<file path="src/spm_pkg.sv">
/*
  Constants, state type and a helper function for the serial port pin mux.
  Assumes one 50 MHz clock and an asynchronous, active-low reset.
*/
`default_nettype none

package spm_pkg;

  // =========================================================================
  // strap and pad encodings
  localparam logic STRAP_GPIO   = 1'h0; // io lines and uart on shared pins
  localparam logic STRAP_SERIAL = 1'h1; // port 2 clocks and syncs on shared pins
  localparam logic OE_N_ON      = 1'h0; // pad driven
  localparam logic OE_N_OFF     = 1'h1; // pad floats
  localparam logic UART_IDLE    = 1'h1; // uart line level at rest
  localparam logic IN_RESET_VAL = 1'h0; // value of a routed input at reset

  // =========================================================================
  // reset tracking state
  typedef enum logic {
    SPM_IN_RESET,
    SPM_LATCHED
  } spm_state_t;

  // =========================================================================
  // pad drive: output level and active-low enable, driven only once latched
  function automatic logic [1:0] spm_pad_drive(input logic active,
                                               input logic data,
                                               input logic oe);
    spm_pad_drive = {data, (active && oe) ? OE_N_ON : OE_N_OFF};
  endfunction

endpackage

`default_nettype wire
</file>
<file path="src/spm_pin_mux.sv">
/*
  Pin mux and reset-time pad states for three synchronous serial ports and
  the shared pins of the third port.
  Assumes the serial engines, the uart and the io logic sit on the engine
  side, keep their own enables low until software turns them on, and that
  the strap is steady for the whole reset period.
*/
`timescale 1ns/1ps
`default_nettype none

module spm_pin_mux
  import spm_pkg::*;
(
  input  wire logic clock,
  input  wire logic resetn,
  input  wire logic function_strap,
  output var  logic function_select,
  // port 0
  input  wire logic port0_tx_data_out,
  input  wire logic port0_tx_data_oe,
  output var  logic port0_tx_data_pad_out,
  output var  logic port0_tx_data_pad_oe_n,
  input  wire logic port0_tx_frame_sync_out,
  input  wire logic port0_tx_frame_sync_oe,
  output var  logic port0_tx_frame_sync_in,
  input  wire logic port0_tx_frame_sync_pad_in,
  output var  logic port0_tx_frame_sync_pad_out,
  output var  logic port0_tx_frame_sync_pad_oe_n,
  // port 1
  input  wire logic port1_tx_data_out,
  input  wire logic port1_tx_data_oe,
  output var  logic port1_tx_data_pad_out,
  output var  logic port1_tx_data_pad_oe_n,
  input  wire logic port1_rx_clock_out,
  input  wire logic port1_rx_clock_oe,
  output var  logic port1_rx_clock_in,
  input  wire logic port1_rx_clock_pad_in,
  output var  logic port1_rx_clock_pad_out,
  output var  logic port1_rx_clock_pad_oe_n,
  input  wire logic port1_rx_frame_sync_out,
  input  wire logic port1_rx_frame_sync_oe,
  output var  logic port1_rx_frame_sync_in,
  input  wire logic port1_rx_frame_sync_pad_in,
  output var  logic port1_rx_frame_sync_pad_out,
  output var  logic port1_rx_frame_sync_pad_oe_n,
  input  wire logic port1_tx_clock_out,
  input  wire logic port1_tx_clock_oe,
  output var  logic port1_tx_clock_in,
  input  wire logic port1_tx_clock_pad_in,
  output var  logic port1_tx_clock_pad_out,
  output var  logic port1_tx_clock_pad_oe_n,
  input  wire logic port1_tx_frame_sync_out,
  input  wire logic port1_tx_frame_sync_oe,
  output var  logic port1_tx_frame_sync_in,
  input  wire logic port1_tx_frame_sync_pad_in,
  output var  logic port1_tx_frame_sync_pad_out,
  output var  logic port1_tx_frame_sync_pad_oe_n,
  // port 2 and shared pin functions
  input  wire logic port2_tx_data_out,
  input  wire logic port2_tx_data_oe,
  output var  logic port2_tx_data_pad_out,
  output var  logic port2_tx_data_pad_oe_n,
  input  wire logic io_line_3_out,
  input  wire logic io_line_3_oe,
  output var  logic io_line_3_in,
  input  wire logic port2_tx_clock_out,
  input  wire logic port2_tx_clock_oe,
  output var  logic port2_tx_clock_in,
  input  wire logic uart_tx,
  input  wire logic port2_rx_clock_out,
  input  wire logic port2_rx_clock_oe,
  output var  logic port2_rx_clock_in,
  input  wire logic io_line_5_out,
  input  wire logic io_line_5_oe,
  output var  logic io_line_5_in,
  input  wire logic port2_tx_frame_sync_out,
  input  wire logic port2_tx_frame_sync_oe,
  output var  logic port2_tx_frame_sync_in,
  output var  logic uart_rx,
  input  wire logic port2_rx_frame_sync_out,
  input  wire logic port2_rx_frame_sync_oe,
  output var  logic port2_rx_frame_sync_in,
  // shared pads
  input  wire logic shared_pin_0_in,
  output var  logic shared_pin_0_out,
  output var  logic shared_pin_0_oe_n,
  input  wire logic shared_pin_1_in,
  output var  logic shared_pin_1_out,
  output var  logic shared_pin_1_oe_n,
  input  wire logic shared_pin_2_in,
  output var  logic shared_pin_2_out,
  output var  logic shared_pin_2_oe_n,
  input  wire logic shared_pin_3_in,
  output var  logic shared_pin_3_out,
  output var  logic shared_pin_3_oe_n
);

  // =========================================================================
  // reset tracking and strap capture
  spm_state_t state;
  spm_state_t next_state;
  logic       next_select;
  logic       active;

  // the strap follows the pin on every edge while in reset, freezes after
  always_comb begin
    next_state  = SPM_LATCHED;
    next_select = function_select;
    case (state)
      SPM_IN_RESET: begin
        next_select = function_strap;
      end
      SPM_LATCHED: begin
        next_select = function_select;
      end
      default: begin
        next_state = SPM_IN_RESET;
      end
    endcase
  end

  assign active = (state == SPM_LATCHED);

  always_ff @(posedge clock or negedge resetn) begin
    if (!resetn) begin
      state <= SPM_IN_RESET;
    end else begin
      state <= next_state;
    end
  end

  // no reset here: an async reset could only load a constant, not the strap
  always_ff @(posedge clock) begin
    function_select <= next_select;
  end

  // =========================================================================
  // pad outputs and routed inputs
  logic [1:0] next_p0_txd, next_p0_fsx, next_p1_txd, next_p1_clkr, next_p1_fsr;
  logic [1:0] next_p1_clkx, next_p1_fsx, next_p2_txd, next_shared_0, next_shared_1;
  logic [1:0] next_shared_2, next_shared_3;
  logic [10:0] next_ins;
  logic        serial;

  assign serial = (function_select == STRAP_SERIAL);

  // every pad but shared pin 1 in io mode floats until latched; the engines then steer their own enables, except shared pin 3 in io mode, which stays floating
  always_comb begin
    next_p0_txd  = spm_pad_drive(active, port0_tx_data_out, port0_tx_data_oe);
    next_p0_fsx  = spm_pad_drive(active, port0_tx_frame_sync_out,
                                 port0_tx_frame_sync_oe);
    next_p1_txd  = spm_pad_drive(active, port1_tx_data_out, port1_tx_data_oe);
    next_p1_clkr = spm_pad_drive(active, port1_rx_clock_out, port1_rx_clock_oe);
    next_p1_fsr  = spm_pad_drive(active, port1_rx_frame_sync_out,
                                 port1_rx_frame_sync_oe);
    next_p1_clkx = spm_pad_drive(active, port1_tx_clock_out, port1_tx_clock_oe);
    next_p1_fsx  = spm_pad_drive(active, port1_tx_frame_sync_out,
                                 port1_tx_frame_sync_oe);
    next_p2_txd  = spm_pad_drive(active, port2_tx_data_out, port2_tx_data_oe);
    if (serial) begin
      next_shared_0 = spm_pad_drive(active, port2_tx_clock_out,
                                    port2_tx_clock_oe);
      next_shared_1 = spm_pad_drive(active, port2_rx_clock_out,
                                    port2_rx_clock_oe);
      next_shared_2 = spm_pad_drive(active, port2_tx_frame_sync_out,
                                    port2_tx_frame_sync_oe);
      next_shared_3 = spm_pad_drive(active, port2_rx_frame_sync_out,
                                    port2_rx_frame_sync_oe);
    end else begin
      next_shared_0 = spm_pad_drive(active, io_line_3_out, io_line_3_oe);
      next_shared_1 = {active ? uart_tx : UART_IDLE, OE_N_ON};
      next_shared_2 = spm_pad_drive(active, io_line_5_out, io_line_5_oe);
      next_shared_3 = {IN_RESET_VAL, OE_N_OFF};
    end
    // unselected functions see a quiet level instead of the other's traffic
    next_ins = {port0_tx_frame_sync_pad_in, port1_rx_clock_pad_in,
                port1_rx_frame_sync_pad_in, port1_tx_clock_pad_in,
                port1_tx_frame_sync_pad_in,
                serial ? IN_RESET_VAL : shared_pin_0_in,
                serial ? shared_pin_0_in : IN_RESET_VAL,
                serial ? shared_pin_1_in : IN_RESET_VAL,
                serial ? IN_RESET_VAL : shared_pin_2_in,
                serial ? shared_pin_2_in : IN_RESET_VAL,
                serial ? shared_pin_3_in : IN_RESET_VAL};
  end

  // pads reset to floating; shared pin 1 is kept apart, see below
  always_ff @(posedge clock or negedge resetn) begin
    if (!resetn) begin
      {port0_tx_data_pad_out, port0_tx_data_pad_oe_n}             <= {IN_RESET_VAL, OE_N_OFF};
      {port0_tx_frame_sync_pad_out, port0_tx_frame_sync_pad_oe_n} <= {IN_RESET_VAL, OE_N_OFF};
      {port1_tx_data_pad_out, port1_tx_data_pad_oe_n}             <= {IN_RESET_VAL, OE_N_OFF};
      {port1_rx_clock_pad_out, port1_rx_clock_pad_oe_n}           <= {IN_RESET_VAL, OE_N_OFF};
      {port1_rx_frame_sync_pad_out, port1_rx_frame_sync_pad_oe_n} <= {IN_RESET_VAL, OE_N_OFF};
      {port1_tx_clock_pad_out, port1_tx_clock_pad_oe_n}           <= {IN_RESET_VAL, OE_N_OFF};
      {port1_tx_frame_sync_pad_out, port1_tx_frame_sync_pad_oe_n} <= {IN_RESET_VAL, OE_N_OFF};
      {port2_tx_data_pad_out, port2_tx_data_pad_oe_n}             <= {IN_RESET_VAL, OE_N_OFF};
      {shared_pin_0_out, shared_pin_0_oe_n}                       <= {IN_RESET_VAL, OE_N_OFF};
      {shared_pin_2_out, shared_pin_2_oe_n}                       <= {IN_RESET_VAL, OE_N_OFF};
      {shared_pin_3_out, shared_pin_3_oe_n}                       <= {IN_RESET_VAL, OE_N_OFF};
      {port0_tx_frame_sync_in, port1_rx_clock_in, port1_rx_frame_sync_in,
       port1_tx_clock_in, port1_tx_frame_sync_in, io_line_3_in,
       port2_tx_clock_in, port2_rx_clock_in, io_line_5_in,
       port2_tx_frame_sync_in, port2_rx_frame_sync_in} <= 11'h000;
      uart_rx <= UART_IDLE;
    end else begin
      {port0_tx_data_pad_out, port0_tx_data_pad_oe_n}             <= next_p0_txd;
      {port0_tx_frame_sync_pad_out, port0_tx_frame_sync_pad_oe_n} <= next_p0_fsx;
      {port1_tx_data_pad_out, port1_tx_data_pad_oe_n}             <= next_p1_txd;
      {port1_rx_clock_pad_out, port1_rx_clock_pad_oe_n}           <= next_p1_clkr;
      {port1_rx_frame_sync_pad_out, port1_rx_frame_sync_pad_oe_n} <= next_p1_fsr;
      {port1_tx_clock_pad_out, port1_tx_clock_pad_oe_n}           <= next_p1_clkx;
      {port1_tx_frame_sync_pad_out, port1_tx_frame_sync_pad_oe_n} <= next_p1_fsx;
      {port2_tx_data_pad_out, port2_tx_data_pad_oe_n}             <= next_p2_txd;
      {shared_pin_0_out, shared_pin_0_oe_n}                       <= next_shared_0;
      {shared_pin_2_out, shared_pin_2_oe_n}                       <= next_shared_2;
      {shared_pin_3_out, shared_pin_3_oe_n}                       <= next_shared_3;
      {port0_tx_frame_sync_in, port1_rx_clock_in, port1_rx_frame_sync_in,
       port1_tx_clock_in, port1_tx_frame_sync_in, io_line_3_in,
       port2_tx_clock_in, port2_rx_clock_in, io_line_5_in,
       port2_tx_frame_sync_in, port2_rx_frame_sync_in} <= next_ins;
      uart_rx <= serial ? UART_IDLE : shared_pin_3_in;
    end
  end

  // shared pin 1 must drive 1 in reset only if the strap says uart, so it
  // cannot take a constant reset; it follows the live strap while in reset
  always_ff @(posedge clock) begin
    {shared_pin_1_out, shared_pin_1_oe_n} <= next_shared_1;
  end

  // =========================================================================
  // checks
  a_sel_at_release: assert property (@(posedge clock) disable iff (!resetn)
    $rose(active) |-> function_select == $past(function_strap))
    else $error("choice not taken from strap at release");

  a_sel_held: assert property (@(posedge clock) disable iff (!resetn)
    active && $past(active) |-> $stable(function_select))
    else $error("choice changed after release");

  a_tx_float_release: assert property (@(posedge clock) disable iff (!resetn)
    $rose(active) |-> port0_tx_data_pad_oe_n && port1_tx_data_pad_oe_n
                      && port2_tx_data_pad_oe_n)
    else $error("transmit data driven at release");

  a_tx0_gated: assert property (@(posedge clock) disable iff (!resetn)
    active && !port0_tx_data_oe |=> port0_tx_data_pad_oe_n == OE_N_OFF)
    else $error("port 0 data driven without enable");

  a_ctl_inputs: assert property (@(posedge clock) disable iff (!resetn)
    $rose(active) |-> port0_tx_frame_sync_pad_oe_n && port1_rx_clock_pad_oe_n
      && port1_rx_frame_sync_pad_oe_n && port1_tx_clock_pad_oe_n
      && port1_tx_frame_sync_pad_oe_n && shared_pin_0_oe_n
      && shared_pin_2_oe_n)
    else $error("control pad driven at release");

  a_shared0_route: assert property (@(posedge clock) disable iff (!resetn)
    active && serial ##1 active |-> shared_pin_0_out == $past(port2_tx_clock_out)
      && shared_pin_0_oe_n == !$past(port2_tx_clock_oe))
    else $error("shared pin 0 misrouted");

  a_uart_tx_idle: assert property (@(posedge clock) disable iff (!resetn)
    !serial && !active |=> shared_pin_1_oe_n == OE_N_ON
      && shared_pin_1_out == UART_IDLE)
    else $error("uart transmit not high in reset");

  a_shared1_route: assert property (@(posedge clock) disable iff (!resetn)
    active && !serial |=> shared_pin_1_out == $past(uart_tx)
      && shared_pin_1_oe_n == OE_N_ON)
    else $error("shared pin 1 not carrying uart");

  a_shared2_route: assert property (@(posedge clock) disable iff (!resetn)
    active && !serial |=> shared_pin_2_out == $past(io_line_5_out)
      && io_line_5_in == $past(shared_pin_2_in))
    else $error("shared pin 2 misrouted");

  a_shared3_route: assert property (@(posedge clock) disable iff (!resetn)
    active && !serial |=> shared_pin_3_oe_n == OE_N_OFF
      && uart_rx == $past(shared_pin_3_in))
    else $error("shared pin 3 not feeding uart");

endmodule

`default_nettype wire

</file>
<file path="config.mk">
export PLATFORM = sky130hd
export DESIGN_NAME = spm_pin_mux
export DESIGN_NICKNAME = d
export VERILOG_FILES = /design/src/spm_pkg.sv /design/src/spm_pin_mux.sv
export SDC_FILE = /design/constraint.sdc
export NUM_CORES = 1
export LEC_CHECK = 0
export ABC_AREA = 1
export BUFFER_PORTS_ARGS = -buffer_cell sky130_fd_sc_hd__buf_2
export CAP_MARGIN = 20
export CORE_AREA = 5 5 69 71
export DETAILED_ROUTE_END_ITERATION = 6
export DIE_AREA = 0 0 74 76
export GPL_ROUTABILITY_DRIVEN = 0
export SYNTH_ARGS = -nofsm -noshare
export SYNTH_HDL_FRONTEND = slang
export SYNTH_SLANG_ARGS = --single-unit
export TNS_END_PERCENT = 100
</file>
<file path="constraint.sdc">
create_clock -name clock -period 1.7 [get_ports clock]
set_input_delay 0.34 -clock clock [delete_from_list [all_inputs] [get_ports clock]]
set_output_delay 0.34 -clock clock [all_outputs]
set_load 0.01 [all_outputs]
</file>
==> results.txt, run 1 <==
----------------------------------------------------
[Setup path]
  Crit path buffers/inverters ... 1
  Critical path type ... register to output pin
  Endpoint class of the critical path ... output pin
  Crit path to ... function_select
  Startpoint types ... register
  Required time at the endpoint of the critical path ... 1.36 ns
  Reg2Reg Setup Slack ... 0.59 ns
  Highest cell delay on the worst timing path ... 0.64 ns
  Worst reg-to-reg path cell count ... 3
  Slowest stage cell, crit path ... edfxtp_1
  Crit path launch ... function_select$_DFFE_PN_
  End of the worst register-to-register path ... shared_pin_1_out$_DFF_P_
  Crit Path Max Fanout ... 16
  CP top delay family ... flip-flops
  Reg2reg start ... function_select$_DFFE_PN_
  Worst path cell trace ... buf_2
  Arrival time of data at the critical path endpoint ... 1.14 ns
  CP Depth ... 1

[Drt]
  Detailed-route wire length ... 2581 um
  Number of search-and-repair iterations in the first detailed-routing pass ... 2
  Wire per inst ... 11.47 um
  Antenna viol nets, final ... 0
  DRT iter0 DRCs ... 11
  Routed via count ... 870
  Via/cell ratio ... 3.867
  Drc violations ... 0

[Floorplan]
  Initial core utilization ... 0.2806
  Core region area ... 0.004174 sq mm
  Die Ht ... 76 um
  Die boundary width ... 74 um
  DIE AREA ... 0.005624 sq mm
  Number of I/O pins ... 78
  Num rows ... 24

[Logic synthesis]
  Number of distinct library cells after synthesis ... 13
  Seq/Total Area, Yosys ... 0.8205
  Synth warnings ... 0
  Net count of the mapped netlist ... 130
  Register bit total from synthesis ... 38
  Instance count of the mapped netlist ... 89
  Area of the mapped netlist ... 0.001171 sq mm
  Syn_area_per_cell ... 13.16 sq um

[Power]
  Flop pwr share ... 0.559
  Part of the total power dissipated in combinational logic ... 0.093
  Portion of total power attributed to the clock network ... 0.347
  Sw power ... 393.3 uW
  Leakage ... 0.0009515 uW
  Worst voltage drop across the vdd grid ... 0.0006177 V
  Internal power ... 1371 uW
  Cell area power density ... 1037 mW/mm^2
  Switching fraction of total power ... 0.2229
  Total power of the final layout ... 1764 uW

[Placement]
  Number of buffer cells added on primary ports ... 77
  Placement Setup Slack ... 0.5071 ns
  Detailed placement HPWL ... 2016 um
  Placed cell areas ... 0.001610 sq mm

[Clock tree]
  TritonCTS Buffers ... 5
  Max Root-Sink Buffers ... 2
  Clk pin slew, worst setup/hold paths ... 0.07 ns
  H-tree Lvls ... 2
  Post-CTS sizing ... 0
  Insertion delay of the later-clocked pin in the worst-skew pair ... 0.28 ns
  Clock sink count ... 38
  TritonCTS clock tree ... done
  CTS hold repair buffers ... 0
  Clock tree root driver cell ... clkbuf_8
  Post-CTS setup repair buffer count ... 0

[STA]
  Final setup viols ... 0
  Final hold viol count ... 0
  Achievable frequency ... 673.9 MHz
  Final Skew ... 0.003584 ns
  RSZ-0062 raised after global routing ... false
  Final number of max-transition violations ... 0
  Fraction of the cycle the final worst path needs ... 0.8728
  TNS Setup ... 0 ns
  Worst-case setup margin in the final layout ... 0.2162 ns
  Fin crit period ... 1.484 ns

[Layout]
  Share of layout cells above drive strength 1 ... 0.5665
  Area growth from synthesis to layout ... 45.30%
  FILL cells ... 427
  Commonest non-fill, non-tap cell in the layout ... buf_2
  Core occupancy in the finished layout ... 0.4077
  Nets ... 213
  Count of inserted antenna diode cells ... 0
  Highest-count cells in the layout ignoring fill and taps ... 77 x buf_2, 27 x nand2_1, 23 x dfrtp_1, 14 x inv_1, 12 x dfstp_2
  Finished Cell Area ... 0.001702 sq mm

[Run]
  Count of max-cap constraint violations ... 0

[Outcome]
  Run status ... finished clean

[Global routing]
  Vias in the first global route ... 922
  Overall global routing resource usage ... 0.09747
  GR Overflow Total ... 0
  Largest net degree at the start of global routing ... 36
  Number of antenna violations at the first check in global routing ... 0
  First-pass GRT wire length ... 4181 um

[Min path]
  Worst min-delay path category ... input port to asynchronous set/reset pin

----------------------------------------------------
[metrics by stage]
step,hold slack (ns),instances
after CTS,0.09105,225
final,0.08144,225
after global placement,0.4020,217
after global routing,0.1068,225
after detailed placement,0.4015,217
after floorplan,0.04441,89
[metal layers]
metal / vias up / part of all wire / GRT usage
met4: 0 / 0 / 0.02717
met1: 397 / 0.36 / 0.1071
met5: - / 0 / 0
li1: 420 / - / -
met2: 53 / 0.47 / 0.1489
met3: 0 / 0.16 / 0.06992
[cell type report]
class | count | area (sq um) | share of cell area
tap | 52 | 65.06 | 0.03824
sequential | 38 | 960.9 | 0.5647
clock inverter | 1 | 5.005 | 0.002941
clock buffer | 7 | 86.33 | 0.05074
inverter | 14 | 52.55 | 0.03088
multi-input combinational | 35 | 138.9 | 0.08162
timing repair buffer | 78 | 392.9 | 0.2309
[power groups by stage]
stage                     registers [uW]  logic [uW]  clock network [uW]
after CTS                            988         170                 650
after floorplan                     1030        33.3                   0
after global routing                 993         186                 692
after global placement              1000         169                   0
final                                987         165                 613
after detailed placement            1000         170                   0
[synthesized netlist by cell type (all sizes together)]
library cell	number	area share
nand3	3	0.013
or2	1	0.0053
edfxtp	1	0.026
nand2	27	0.087
buf	2	0.016
dfxtp	2	0.034
a21oi	1	0.0043
dfrtp	23	0.49
inv	14	0.045
conb	1	0.0032
dfstp	12	0.27
nor2	2	0.0064
[cell families after synthesis]
family                 Yosys count  share of synthesized area
buffers and inverters           16                    0.06090
other                            1                   0.003202
AO/OA/AOI/OAI                    1                   0.004269
AND/OR/NAND/NOR                 33                     0.1111
flip-flops                      38                     0.8205
[worst min path at each step]
stage,from,to
detailed placement,resetn,active$_DFF_PN0_
global placement,resetn,port2_rx_frame_sync_in$_DFF_PN0_
global route,resetn,active$_DFF_PN0_
floorplan,resetn,active$_DFF_PN0_
CTS,resetn,active$_DFF_PN0_
finish,resetn,port2_rx_frame_sync_in$_DFF_PN0_
Power figures use the tool's default switching activity.
==> inputs of run 2 (changes only) <==
Settings changed: CORE_AREA 5 5 69 71 to 5 5 61 63, DIE_AREA 0 0 74 76 to 0 0 66 68, PLACE_DENSITY set to 0.74.
Clock period 1.7 ns to 1.4 ns, I/O delays scaled along.
==> run 2 against run 1 <==
Critical path depth is the same. Final cell count shrank 1.3%. Core utilization grew 13 points. Die area down 20%.
==> results.txt, run 2 (synthesis gave the netlist of run 1 again) <==
----------------------------------------------------
[Setup path]
  End of the worst register-to-register path ... shared_pin_0_oe_n$_DFF_PN1_
  Startpoint types ... register
  Crit Path Max Fanout ... 1 (-15)
  Reg2Reg Setup Slack ... 0.39 ns (-0.20 ns)
  Reg2reg start ... function_select$_DFFE_PN_
  Slowest stage cell, crit path ... dfstp_2
  Arrival time of data at the critical path endpoint ... 0.99 ns (-0.15 ns)
  Crit path buffers/inverters ... 1 (unchanged)
  CP top delay family ... flip-flops
  Critical path type ... register to output pin
  Required time at the endpoint of the critical path ... 1.12 ns (-0.24 ns)
  Worst path cell trace ... buf_2
  Worst reg-to-reg path cell count ... 4 (+1)
  Endpoint class of the critical path ... output pin
  Highest cell delay on the worst timing path ... 0.53 ns (-0.11 ns)

[Power]
  Cell area power density ... 1227 mW/mm^2 (+18%)
  Worst voltage drop across the vdd grid ... 0.0004381 V (-29%)
  Total power of the final layout ... 2105 uW (+19%)
  Leakage ... 0.0009612 uW (+1.0%)

[Global routing]
  GR met3 Demand/Resource ... 0.06240 (-0.007523)
  Overall global routing resource usage ... 0.1142 (+0.01678)
  First-pass GRT wire length ... 3650 um (-13%)
  GRT Max-Usage Layer ... met2
  Met2 Track Usage GR ... 0.1802 (+0.03129)
  Largest net degree at the start of global routing ... 36 (unchanged)
  GR Overflow Total ... 0 (unchanged)
  Met1 demand-to-capacity share in global routing ... 0.1205 (+0.01349)
  Number of antenna violations at the first check in global routing ... 0 (unchanged)
  Vias in the first global route ... 810 (-12%)

[Placement]
  Number of buffer cells added on primary ports ... 77 (unchanged)
  Detailed placement HPWL ... 1899 um (-5.8%)
  Placement Setup Slack ... 0.2587 ns (-0.2484 ns)

[Outcome]
  Run status ... finished clean

[STA]
  RSZ-0062 raised after global routing ... false
  TNS Setup ... 0 ns (unchanged)
  Fin crit period ... 1.268 ns
  Fraction of the cycle the final worst path needs ... 0.9055
  Worst-case setup margin in the final layout ... 0.1322 ns (-0.08395 ns)
  Achievable frequency ... 788.8 MHz
  Final number of max-transition violations ... 0 (unchanged)
  Final hold viol count ... 0 (unchanged)
  Final Skew ... 0.005928 ns (+0.002344 ns)
  Final setup viols ... 0 (unchanged)

[Layout]
  Area growth from synthesis to layout ... 46.47%
  Commonest non-fill, non-tap cell in the layout ... buf_2
  Highest-count cells in the layout ignoring fill and taps ... 77 x buf_2, 27 x nand2_1, 23 x dfrtp_1, 14 x inv_1, 12 x dfstp_2
  Count of inserted antenna diode cells ... 0 (unchanged)
  Nets ... 216 (+1.4%)
  Share of layout cells above drive strength 1 ... 0.5625 (-0.003974)

[Drt]
  Routed via count ... 878 (+0.92%)
  Via/cell ratio ... 3.955 (+2.3%)
  Antenna viol nets, final ... 0 (unchanged)
  Number of search-and-repair iterations in the first detailed-routing pass ... 3 (+1)
  Wire per inst ... 11.16 um (-2.7%)
  DRT iter0 DRCs ... 28 (+17)
  Drc violations ... 0 (unchanged)
  Detailed-route wire length ... 2478 um (-4.0%)

[Floorplan]
  DIE AREA ... 0.004488 sq mm (-20%)
  Initial core utilization ... 0.3684 (+0.08778)
  Core region area ... 0.003179 sq mm (-24%)
  Die Ht ... 68 um (-11%)
  Num rows ... 21 (-13%)
  Die boundary width ... 66 um (-11%)
  Number of I/O pins ... 78 (unchanged)

[Clock tree]
  Post-CTS sizing ... 0 (unchanged)
  Max Root-Sink Buffers ... 2 (unchanged)
  Insertion delay of the later-clocked pin in the worst-skew pair ... 0.33 ns (+0.05 ns)
  TritonCTS Buffers ... 5 (unchanged)
  H-tree Lvls ... 2 (unchanged)
  Clock sink count ... 38 (unchanged)
  Clk pin slew, worst setup/hold paths ... 0.10 ns (+0.03 ns)
  Clock tree root driver cell ... clkbuf_4
  TritonCTS clock tree ... done

[Run]
  Count of max-cap constraint violations ... 0 (unchanged)

[Min path]
  Worst min-delay path category ... input port to register
  Depth of the worst hold-timing path ... 1
  Min-Delay Startpoint ... port1_tx_clock_pad_in
  WHS Endpoint ... port1_tx_clock_in$_DFF_PN0_

----------------------------------------------------
[run 2: metrics by stage]
stage / instance area, sq um / utilization / std cells / hold slack (ns)
3_3_place_gp: 1623 / 0.5104 / 212 / 0.2529
3_5_place_dp: 1623 / 0.5104 / 212 / 0.2489
2_1_floorplan: 1171 / - / 89 / -0.01559
6_report: 1715 / 0.5396 / 222 / 0.04690
4_1_cts: 1715 / 0.5396 / 222 / 0.02605
5_1_grt: 1715 / 0.5396 / 222 / 0.01332
[run 2: area by class of cell]
class / instances / area [sq um]
fill: 295 / 1464
sequential: 38 / 960.9
timing repair buffer: 81 / 430.4
multi-input combinational: 35 / 138.9
tap: 46 / 57.56
inverter: 14 / 52.55
clock buffer: 7 / 45.04
clock inverter: 1 / 30.03
[run 2: worst max-delay path by stage]
stage	from	end	slack, ns	cells after the start
2_1_floorplan	active$_DFF_PN0_	function_select$_DFFE_PN_	0.51	2
3_3_place_gp	function_select$_DFFE_PN_	function_select	0.27	1
3_5_place_dp	function_select$_DFFE_PN_	function_select	0.26	1
4_1_cts	shared_pin_2_oe_n$_DFF_PN1_	shared_pin_2_oe_n	0.10	1
5_1_grt	shared_pin_2_oe_n$_DFF_PN1_	shared_pin_2_oe_n	0.08	1
6_report	shared_pin_2_oe_n$_DFF_PN1_	shared_pin_2_oe_n	0.13	1
[run 2: routing by layer]
metal	share of wire	wire length, um
met3	0.14	345
met2	0.47	1158
met1	0.38	935
met4	0.015	38
met5	0	0
[run 2: power by group]
group          leakage, uW  total (uW)  switching (uW)  internal [uW]
Combinational     0.000491         219             115            103
Sequential        0.000430        1190            15.0           1170
Clock            0.0000395         698             320            379
Total             0.000961        2100             450           1650
[run 2: repair_timing]
item                                    CTS  global route
hold buffers                              1             0
endpoints found under the hold margin    23             0
endpoints found under the setup margin    1             0
buffers inserted                          1             0
